[src/verilog/wave_shutdown_pkg.sv]
// package: register map, field layout and reset values of the shutdown control block
package wave_shutdown_pkg;
    // byte addresses on the AHB-Lite slave
    localparam logic [7:0] ADDR_CONTROL = 8'h00; // shutdown control register
    localparam logic [7:0] ADDR_SOURCE = 8'h04; // per-source shutdown enables
    localparam logic [7:0] ADDR_STATUS = 8'h08; // sticky event flags, cleared by read
    localparam logic [7:0] ADDR_MASK = 8'h0C; // interrupt mask
    localparam logic [7:0] ADDR_MISC = 8'h10; // module enable, polarity, dead-band
    // control register fields
    localparam int BIT_FLAG = 7;
    localparam int BIT_RESTART = 6;
    localparam int POS_LEVEL_BD = 4;
    localparam int POS_LEVEL_AC = 2;
    localparam logic [7:0] CONTROL_RESET = 8'h14;
    // misc register fields
    localparam int BIT_ENABLE = 0;
    localparam int POS_POLARITY = 4;
    localparam int POS_DEADBAND = 8;
    localparam int DEADBAND_WIDTH = 6;
    localparam int SOURCE_COUNT = 4;
    // status flag positions
    localparam int EV_SHUTDOWN = 0;
    localparam int EV_RESUME = 1;
    localparam int EVENT_COUNT = 2;
    // shutdown level encodings
    localparam logic [1:0] LEVEL_INACTIVE = 2'h0;
    localparam logic [1:0] LEVEL_TRISTATE = 2'h1;
    localparam logic [1:0] LEVEL_LOW = 2'h2;
    localparam logic [1:0] LEVEL_HIGH = 2'h3;
endpackage : wave_shutdown_pkg

[src/verilog/shutdown_pin_stage.sv]
// one output pin stage: applies the shutdown level to one waveform output
`timescale 1ns/100ps
`default_nettype none
module shutdown_pin_stage (
    input wire logic clk,
    input wire logic sys_rst,
    input wire logic runData,
    input wire logic inShutdown,
    input wire logic deadDone,
    input wire logic polarity,
    input wire logic [1:0] level,
    output logic pinOut,
    output logic pinOe
);
    logic next_pinOut; // next driven level
    logic next_pinOe; // next enable

    // choose the level for this pin from the shutdown field
    always_comb begin
        next_pinOut = runData ^ polarity;
        next_pinOe = 1'b1;
        if (inShutdown) begin
            case (level)
                wave_shutdown_pkg::LEVEL_HIGH: next_pinOut = 1'b1;
                wave_shutdown_pkg::LEVEL_LOW: next_pinOut = 1'b0;
                wave_shutdown_pkg::LEVEL_TRISTATE: begin
                    next_pinOut = 1'b0;
                    next_pinOe = 1'b0;
                end
                default: begin
                    // inactive level only once the dead-band has run out
                    next_pinOut = deadDone ? polarity : (runData ^ polarity);
                end
            endcase
        end
    end

    // register the pin drive
    always_ff @(posedge clk) begin
        if (sys_rst) begin
            pinOut <= 1'b0;
            pinOe <= 1'b0;
        end else begin
            pinOut <= next_pinOut;
            pinOe <= next_pinOe;
        end
    end
endmodule : shutdown_pin_stage
`default_nettype wire

[src/verilog/waveform_auto_shutdown_control.sv]
// top: auto-shutdown control with AHB-Lite registers and four output pins
// Notes on behaviour
// hardware sets flag on shutdown event
// auto-restart bit clears flag automatically
// field 11 high, 10 low
// field 01 tri-states outputs B and D
// field 00 inactive level after dead-band
// software flag write forces shutdown levels
// resume only at next data rising edge
// each source gated by its enable
// A/C field same encodings, pins A/C
`timescale 1ns/100ps
`default_nettype none
module waveform_auto_shutdown_control (
    input wire logic clk,
    input wire logic sys_rst,
    input wire logic hsel,
    input wire logic [7:0] haddr,
    input wire logic [1:0] htrans,
    input wire logic hwrite,
    input wire logic [2:0] hsize,
    input wire logic [31:0] hwdata,
    input wire logic hready,
    output logic [31:0] hrdata,
    output logic hreadyout,
    output logic hresp,
    input wire logic [3:0] shutdownSource,
    input wire logic waveData,
    output logic waveform_output_a,
    output logic waveform_output_a_oe,
    output logic waveform_output_b,
    output logic waveform_output_b_oe,
    output logic waveform_output_c,
    output logic waveform_output_c_oe,
    output logic waveform_output_d,
    output logic waveform_output_d_oe,
    output logic irq
);
    // register state
    logic shutdownFlag, next_shutdownFlag; // shutdown state in effect
    logic restartEnable, next_restartEnable; // auto-restart enable
    logic [1:0] shutdown_level_pair_bd, next_shutdown_level_pair_bd; // B/D level
    logic [1:0] shutdown_level_pair_ac, next_shutdown_level_pair_ac; // A/C level
    logic [3:0] sourceEnable, next_sourceEnable; // bit0 is shutdown_source0_enable
    logic [1:0] status, next_status; // sticky events
    logic [1:0] mask, next_mask; // interrupt mask
    logic moduleEnable, next_moduleEnable; // module enable
    logic [3:0] polarity, next_polarity; // output polarity a..d
    logic [5:0] deadBand, next_deadBand; // dead-band count in clocks
    // pin synchronisers
    logic [3:0] srcMeta, srcSync; // shutdown source sync
    logic dataMeta, dataSync, dataLast; // data input sync
    // output hold and dead-band
    logic holdOut, next_holdOut; // outputs held in shutdown
    logic [5:0] deadCount, next_deadCount; // dead-band timer
    // bus data phase
    logic phaseWrite, next_phaseWrite; // pending write
    logic phaseRead, next_phaseRead; // pending read
    logic [7:0] phaseAddr, next_phaseAddr; // latched address
    logic [31:0] next_hrdata; // read data
    logic eventHit; // an enabled source is active
    logic dataRise; // rising edge of data
    logic flagWrite; // software writes control register
    logic addrTake; // valid address phase

    // one wait state on reads: hrdata is registered from the latched address, so it
    // stands only in the cycle after the read's first data-phase cycle
    assign hreadyout = ~phaseRead;
    assign hresp = 1'b0; // always OKAY
    assign irq = |(status & mask);

    // two-flop sync of pins; nothing reads the first stage but the second
    always_ff @(posedge clk) begin
        if (sys_rst) begin
            srcMeta <= 4'h0;
            srcSync <= 4'h0;
            dataMeta <= 1'b0;
            dataSync <= 1'b0;
            dataLast <= 1'b0;
        end else begin
            srcMeta <= shutdownSource;
            srcSync <= srcMeta;
            dataMeta <= waveData;
            dataSync <= dataMeta;
            dataLast <= dataSync;
        end
    end

    assign eventHit = |(srcSync & sourceEnable);
    assign dataRise = dataSync & ~dataLast;
    assign addrTake = hsel & hready & htrans[1];
    assign flagWrite = phaseWrite && (phaseAddr == wave_shutdown_pkg::ADDR_CONTROL);

    // register file, flag and bus next-state
    always_comb begin
        next_phaseWrite = addrTake & hwrite;
        next_phaseRead = addrTake & ~hwrite;
        next_phaseAddr = addrTake ? haddr : phaseAddr;
        next_restartEnable = restartEnable;
        next_shutdown_level_pair_bd = shutdown_level_pair_bd;
        next_shutdown_level_pair_ac = shutdown_level_pair_ac;
        next_sourceEnable = sourceEnable;
        next_mask = mask;
        next_moduleEnable = moduleEnable;
        next_polarity = polarity;
        next_deadBand = deadBand;
        next_shutdownFlag = shutdownFlag;
        next_status = status;
        next_hrdata = 32'h0000_0000;
        if (phaseWrite) begin
            if (phaseAddr == wave_shutdown_pkg::ADDR_CONTROL) begin
                next_shutdownFlag = hwdata[wave_shutdown_pkg::BIT_FLAG];
                next_restartEnable = hwdata[wave_shutdown_pkg::BIT_RESTART];
                next_shutdown_level_pair_bd = hwdata[wave_shutdown_pkg::POS_LEVEL_BD +: 2];
                next_shutdown_level_pair_ac = hwdata[wave_shutdown_pkg::POS_LEVEL_AC +: 2];
            end else if (phaseAddr == wave_shutdown_pkg::ADDR_SOURCE) begin
                next_sourceEnable = hwdata[3:0];
            end else if (phaseAddr == wave_shutdown_pkg::ADDR_MASK) begin
                next_mask = hwdata[1:0];
            end else if (phaseAddr == wave_shutdown_pkg::ADDR_MISC) begin
                next_moduleEnable = hwdata[wave_shutdown_pkg::BIT_ENABLE];
                next_polarity = hwdata[wave_shutdown_pkg::POS_POLARITY +: 4];
                next_deadBand = hwdata[wave_shutdown_pkg::POS_DEADBAND +: 6];
            end
        end
        if (phaseRead) begin
            if (phaseAddr == wave_shutdown_pkg::ADDR_CONTROL) begin
                next_hrdata = {24'h00_0000, shutdownFlag, restartEnable,
                    shutdown_level_pair_bd, shutdown_level_pair_ac, 2'h0};
            end else if (phaseAddr == wave_shutdown_pkg::ADDR_SOURCE) begin
                next_hrdata = {28'h000_0000, sourceEnable};
            end else if (phaseAddr == wave_shutdown_pkg::ADDR_STATUS) begin
                next_hrdata = {30'h0000_0000, status};
                next_status = 2'h0; // read clears
            end else if (phaseAddr == wave_shutdown_pkg::ADDR_MASK) begin
                next_hrdata = {30'h0000_0000, mask};
            end else if (phaseAddr == wave_shutdown_pkg::ADDR_MISC) begin
                next_hrdata = {18'h0_0000, deadBand, polarity, 3'h0, moduleEnable};
            end
        end
        // auto-restart drops the flag once the sources are quiet
        if (restartEnable && !eventHit && shutdownFlag && !flagWrite) begin
            next_shutdownFlag = 1'b0;
        end
        // a live event wins over any clear
        if (eventHit) begin
            next_shutdownFlag = 1'b1;
        end
        if (eventHit && !shutdownFlag) begin
            next_status[wave_shutdown_pkg::EV_SHUTDOWN] = 1'b1;
        end
        if (holdOut && !shutdownFlag && dataRise) begin
            next_status[wave_shutdown_pkg::EV_RESUME] = 1'b1;
        end
    end

    // output hold and dead-band timer
    always_comb begin
        next_holdOut = holdOut;
        next_deadCount = deadCount;
        if (shutdownFlag) begin
            next_holdOut = 1'b1;
        end else if (holdOut && dataRise) begin
            next_holdOut = 1'b0;
        end
        if (!holdOut) begin
            next_deadCount = deadBand;
        end else if (deadCount != 6'h00) begin
            next_deadCount = deadCount - 6'h01;
        end
    end

    // register all state
    always_ff @(posedge clk) begin
        if (sys_rst) begin
            shutdownFlag <= 1'b0;
            restartEnable <= 1'b0;
            shutdown_level_pair_bd <=
                wave_shutdown_pkg::CONTROL_RESET[wave_shutdown_pkg::POS_LEVEL_BD +: 2];
            shutdown_level_pair_ac <=
                wave_shutdown_pkg::CONTROL_RESET[wave_shutdown_pkg::POS_LEVEL_AC +: 2];
            sourceEnable <= 4'h0;
            status <= 2'h0;
            mask <= 2'h0;
            moduleEnable <= 1'b0;
            polarity <= 4'h0;
            deadBand <= 6'h00;
            holdOut <= 1'b0;
            deadCount <= 6'h00;
            phaseWrite <= 1'b0;
            phaseRead <= 1'b0;
            phaseAddr <= 8'h00;
            hrdata <= 32'h0000_0000;
        end else begin
            shutdownFlag <= next_shutdownFlag;
            restartEnable <= next_restartEnable;
            shutdown_level_pair_bd <= next_shutdown_level_pair_bd;
            shutdown_level_pair_ac <= next_shutdown_level_pair_ac;
            sourceEnable <= next_sourceEnable;
            status <= next_status;
            mask <= next_mask;
            moduleEnable <= next_moduleEnable;
            polarity <= next_polarity;
            deadBand <= next_deadBand;
            holdOut <= next_holdOut;
            deadCount <= next_deadCount;
            phaseWrite <= next_phaseWrite;
            phaseRead <= next_phaseRead;
            phaseAddr <= next_phaseAddr;
            hrdata <= next_hrdata;
        end
    end

    // per-pin stages; pins a and c use the A/C field
    logic [3:0] pinOut, pinOe;
    genvar i;
    generate
        for (i = 0; i < 4; i++) begin : g_pin
            shutdown_pin_stage u_pin (
                .clk(clk),
                .sys_rst(sys_rst),
                .runData(dataSync & moduleEnable),
                .inShutdown(holdOut | shutdownFlag),
                .deadDone(deadCount == 6'h00),
                .polarity(polarity[i]),
                .level((i % 2 == 0) ? shutdown_level_pair_ac : shutdown_level_pair_bd),
                .pinOut(pinOut[i]),
                .pinOe(pinOe[i])
            );
        end
    endgenerate
    assign waveform_output_a = pinOut[0];
    assign waveform_output_b = pinOut[1];
    assign waveform_output_c = pinOut[2];
    assign waveform_output_d = pinOut[3];
    assign waveform_output_a_oe = pinOe[0];
    assign waveform_output_b_oe = pinOe[1];
    assign waveform_output_c_oe = pinOe[2];
    assign waveform_output_d_oe = pinOe[3];
endmodule : waveform_auto_shutdown_control
`default_nettype wire

[config.mk]
export PLATFORM = sky130hd
export DESIGN_NAME = waveform_auto_shutdown_control
export DESIGN_NICKNAME = d
export VERILOG_FILES = /design/src/verilog/wave_shutdown_pkg.sv /design/src/verilog/shutdown_pin_stage.sv /design/src/verilog/waveform_auto_shutdown_control.sv
export SDC_FILE = /design/constraint.sdc
export NUM_CORES = 1
export LEC_CHECK = 0
export BUFFER_PORTS_ARGS = -buffer_cell sky130_fd_sc_hd__buf_2
export CORE_MARGIN = 2
export CORE_UTILIZATION = 57
export CTS_BUF_LIST = sky130_fd_sc_hd__clkbuf_8
export DETAILED_ROUTE_END_ITERATION = 8
export PLACE_DENSITY = 0.88
export SYNTH_ARGS = -nofsm -noshare
export SYNTH_HDL_FRONTEND = slang
export SYNTH_HIERARCHICAL = 1
export SYNTH_SLANG_ARGS = --single-unit
[constraint.sdc]
create_clock -name clk -period 3 [get_ports clk]
set_clock_uncertainty 0.05 [all_clocks]
set_input_delay 0.3 -clock clk [delete_from_list [all_inputs] [get_ports clk]]
set_output_delay 0.3 -clock clk [all_outputs]
set_load 0.05 [all_outputs]
==> impl_metrics.csv <==
group,metric,value,unit
detailed_routing,via_count,2497,
clock_tree,cts_resized,0,
floorplanning,num_io_pins,98,
clock_tree,cts.path.max_buffers,2,
clock_tree,cts_hold_buf,0,
power,static-leakage-power,1.51,nW
power,power_density,563,mW/mm^2
critical_path,slowest_delay,0.57,ns
critical_path,setup.worst_path.start_class,"register",
sta,fin_setup_tns,0,ns
sta,clock.fmax,0.500,GHz
power,ir_worst_vdd,347,uV
place,place.port_buffers,56,
critical_path,worst_path_max_delay_cell,"sky130_fd_sc_hd__nand4_1",
floorplanning,dieWidth,78.5,um
synthesis,syn-mean-instance-area,9.03,um^2
clock_tree,clock_tree.root_cell,"sky130_fd_sc_hd__clkbuf_8",
sta,worst_slack,1.00,ns
global_route,antenna_found_initial,0,
flow_run,max_cap_violations,0,
critical_path,cp.arrival,2.18,ns
synthesis,mapped_area,0.00316,mm^2
detailed_routing,routed_via_density,5.19,
critical_path,startpoint,"phaseAddr[0]",
hold_path,hold_path_startpoint,"hwrite",
critical_path,r2r_slack,1.00,ns
critical_path,crit_path_cell_trace,"nor4_4 > nand4_1 > nand2_1 > a21oi_2",
clock_tree,cts_tree,"done",
critical_path,crit_path_max_fanout,11,
floorplanning,rows,27,
sta,final_hold_viol_count,0,
detailed_routing,drt.antenna.violating_nets,0,
critical_path,required,3.18,ns
clock_tree,cts.sinks,75,
critical_path,setup.worst_path.class,"reg2reg",
sta,rsz_0062_raised_after_global_routing,"no",
synthesis,postSynthCellCount,350,
sta,final_period_minus_worst_setup_slack,2.00,ns
critical_path,critical_path.n_buffers_inverters,0,
global_route,wire_length_of_the_first_global_routing_pass,10200,um
synthesis,synth.ff_latch_count,75,
critical_path,timing.critical_path.max_delay_family,"simple AND/OR/NAND/NOR gates",
global_route,global_route_total_overflow,0,
sta,finalMaxSlewViolations,0,
place,finalWeightedCongestion,0.838,
sta,share_of_the_cycle_needed_by_the_critical_path_after_routing,66.6,%
cells_and_area,final.fill_count,449,
sta,finalSetupViolCount,0,
clock_tree,ctsHtreeMaxLevel,3,
place,detailed_place_hpwl,4200,um
cells_and_area,area_growth,14.9,%
critical_path,worstSetupEndpointType,"register",
global_route,grt_max_degree,36,
synthesis,ys_warn_count,6,
cells_and_area,final_layout_size_suffix_gt1_share,23.2,%
synthesis,seq_area_frac_synth,47.5,%
hold_path,min_path_type,"in2reg",
clock_tree,numCtsBuffers,9,
detailed_routing,route.final.wire_length,6000,um
critical_path,reg_to_reg_startpoint,"phaseAddr[0]",
detailed_routing,route.detailed.wl_per_inst,12.5,um
synthesis,yosysUniqueCellTypes,54,
floorplanning,dieArea,0.00615,mm^2
outcome,run_status,"finished clean",
clock_tree,worstSkewPairLatency,0.35,ns
clock_tree,post_cts_buffers,0,
place,place_worst_setup_slack,1.00,ns
floorplanning,chipHeight,78.5,um
global_route,first_global_vias,2264,
clock_tree,clk_pin_slew,0.07,ns
cells_and_area,antenna_cells,0,
sta,tightestPinTransition,0.576,ns
sta,worst_slew_margin_rel,61.5,%
cells_and_area,design.final.nets,461,
detailed_routing,remaining_design_rule_violation_count,0,
cells_and_area,area_of_all_sequential_standard_cells,0.00150,mm^2
detailed_routing,drt-pass1-iter-count,5,
floorplanning,placeableCoreArea,0.00544,mm^2
detailed_routing,first_iter_violations,150,
global_route,global_route.usage.total,21.0,%
floorplanning,floorplan.initialDensity,58.1,%
cells_and_area,multi_input_area,0.00148,mm^2
-- report_power, final --
part           switching, W  total, W  internal (W)  leakage (nW)
registers         0.0000133   0.00102       0.00101         0.609
logic              0.000117  0.000159     0.0000427         0.787
clock network      0.000351  0.000860      0.000509         0.117
total              0.000481   0.00204       0.00156          1.51
-- layout by cell type, fill, tap and decap left out, drive strengths merged, types with 12 or more instances in the layout --
master  Yosys  routed
nor2       17      17
inv        11      12
nor2b      12      12
dfxtp      75      75
nand3      15      15
nand2      47      47
conb        1      19
a21oi      34      34
buf        23      57
-- synthesized netlist by cell type (all sizes together) --
| cell | n | area share, % |
|---|---|---|
| dfxtp | 75 | 48 |
| nand2 | 47 | 5.6 |
| a21oi | 34 | 5.7 |
| buf | 23 | 5.3 |
| nor2 | 17 | 2.2 |
| nand3 | 15 | 2.5 |
| nor2b | 12 | 2.4 |
| and2 | 11 | 2.3 |
| inv | 11 | 1.3 |
| o21ai | 11 | 1.7 |
| nand2b | 10 | 2.0 |
| clkbuf | 9 | 1.1 |
| xor2 | 7 | 1.9 |
| a22o | 6 | 1.7 |
| a31oi | 5 | 0.99 |
| mux2i | 5 | 1.6 |
| nand3b | 5 | 1.2 |
| nor3 | 5 | 0.79 |
| and4bb | 4 | 1.6 |
| nor4 | 4 | 1.7 |
| or3 | 4 | 0.95 |
| nand4 | 3 | 0.59 |
| a211o | 2 | 0.55 |
| a32oi | 2 | 0.55 |
| and3 | 2 | 0.40 |
| ha | 2 | 0.79 |
| nor3b | 2 | 0.48 |
| o22ai | 2 | 0.40 |
| or2 | 2 | 0.40 |
| a2111oi | 1 | 0.48 |
| a211oi | 1 | 0.24 |
| a21o | 1 | 0.24 |
| a221oi | 1 | 0.28 |
| a2bb2oi | 1 | 0.28 |
| and4 | 1 | 0.28 |
| conb | 1 | 0.12 |
| nor4b | 1 | 0.28 |
| o41ai | 1 | 0.28 |
| or3b | 1 | 0.28 |
| or4 | 1 | 0.36 |
| or4b | 1 | 0.44 |
| xnor2 | 1 | 0.28 |
-- worst reg2reg max path: stages, from the launching register on --
cell and delay [ns]:
sky130_fd_sc_hd__dfxtp_1 0.37, sky130_fd_sc_hd__nor4_4 0.54, sky130_fd_sc_hd__nand4_1 0.58, sky130_fd_sc_hd__nand2_1 0.28
sky130_fd_sc_hd__a21oi_2 0.07
-- worst paths after layout --
| path | end | cells past startpoint |
|---|---|---|
| worst min-delay path | phaseRead | 2 |
| worst min register to register | srcSync[1] | 1 |
| worst max-delay path | polarity[1] | 4 |
| worst max register to register | polarity[1] | 4 |
-- cell type report --
type / instances / share of cell area [%]
well taps: 72 / 2.48
repair buffers: 57 / 7.93
clock buffers: 11 / 4.17
clock inverters: 5 / 2.10
multi-input cells: 250 / 40.8
flip-flops and latches: 75 / 41.4
inverters: 11 / 1.14
-- per-stage QoR --
step	total power, W	util (%)	std cells	instance area, um^2	hold WS [ns]
3_5_place_dp	0.00121	62.6	465	3400	0.372
6_report	0.00204	66.8	481	3630	0.0734
3_3_place_gp	0.00120	62.6	465	3400	0.367
5_1_grt	0.00213	66.8	481	3630	0.0740
2_1_floorplan	0.00119	-	368	3230	0.319
4_1_cts	0.00206	66.8	481	3630	0.0674
-- flip-flops by register name, summed over array words and instances, names as in the netlist, 2 cells and up --
register                flops
mask                        2
shutdown_level_pair_ac      2
status                      2
g_pin.u_pin/pinOe           4
phaseAddr                   8
shutdown_level_pair_bd      2
srcMeta                     4
hrdata                     14
polarity                    4
deadBand                    6
deadCount                   6
g_pin.u_pin/pinOut          4
srcSync                     4
sourceEnable                4
-- cells by family (layout without fill, tap and decap cells) --
logic type | count (synthesis) | after routing | share of synthesized area [%]
DFF | 75 | 75 | 47.5
xor gates and xnor gates | 8 | 8 | 2.22
adders and majority gates | 2 | 2 | 0.792
other | 1 | 19 | 0.119
muxes | 5 | 5 | 1.58
AOI/OAI and AO/OA | 68 | 68 | 13.4
buffers and inverters | 43 | 84 | 7.68
and+or+nand+nor | 148 | 148 | 26.7
-- layer usage --
metal  GRT usage (%)  share of wire, %
met4            7.19               1.4
met5               0                 0
met3            6.55               4.5
met1            24.9                44
met2            35.9                50
Power figures use the tool's default switching activity.
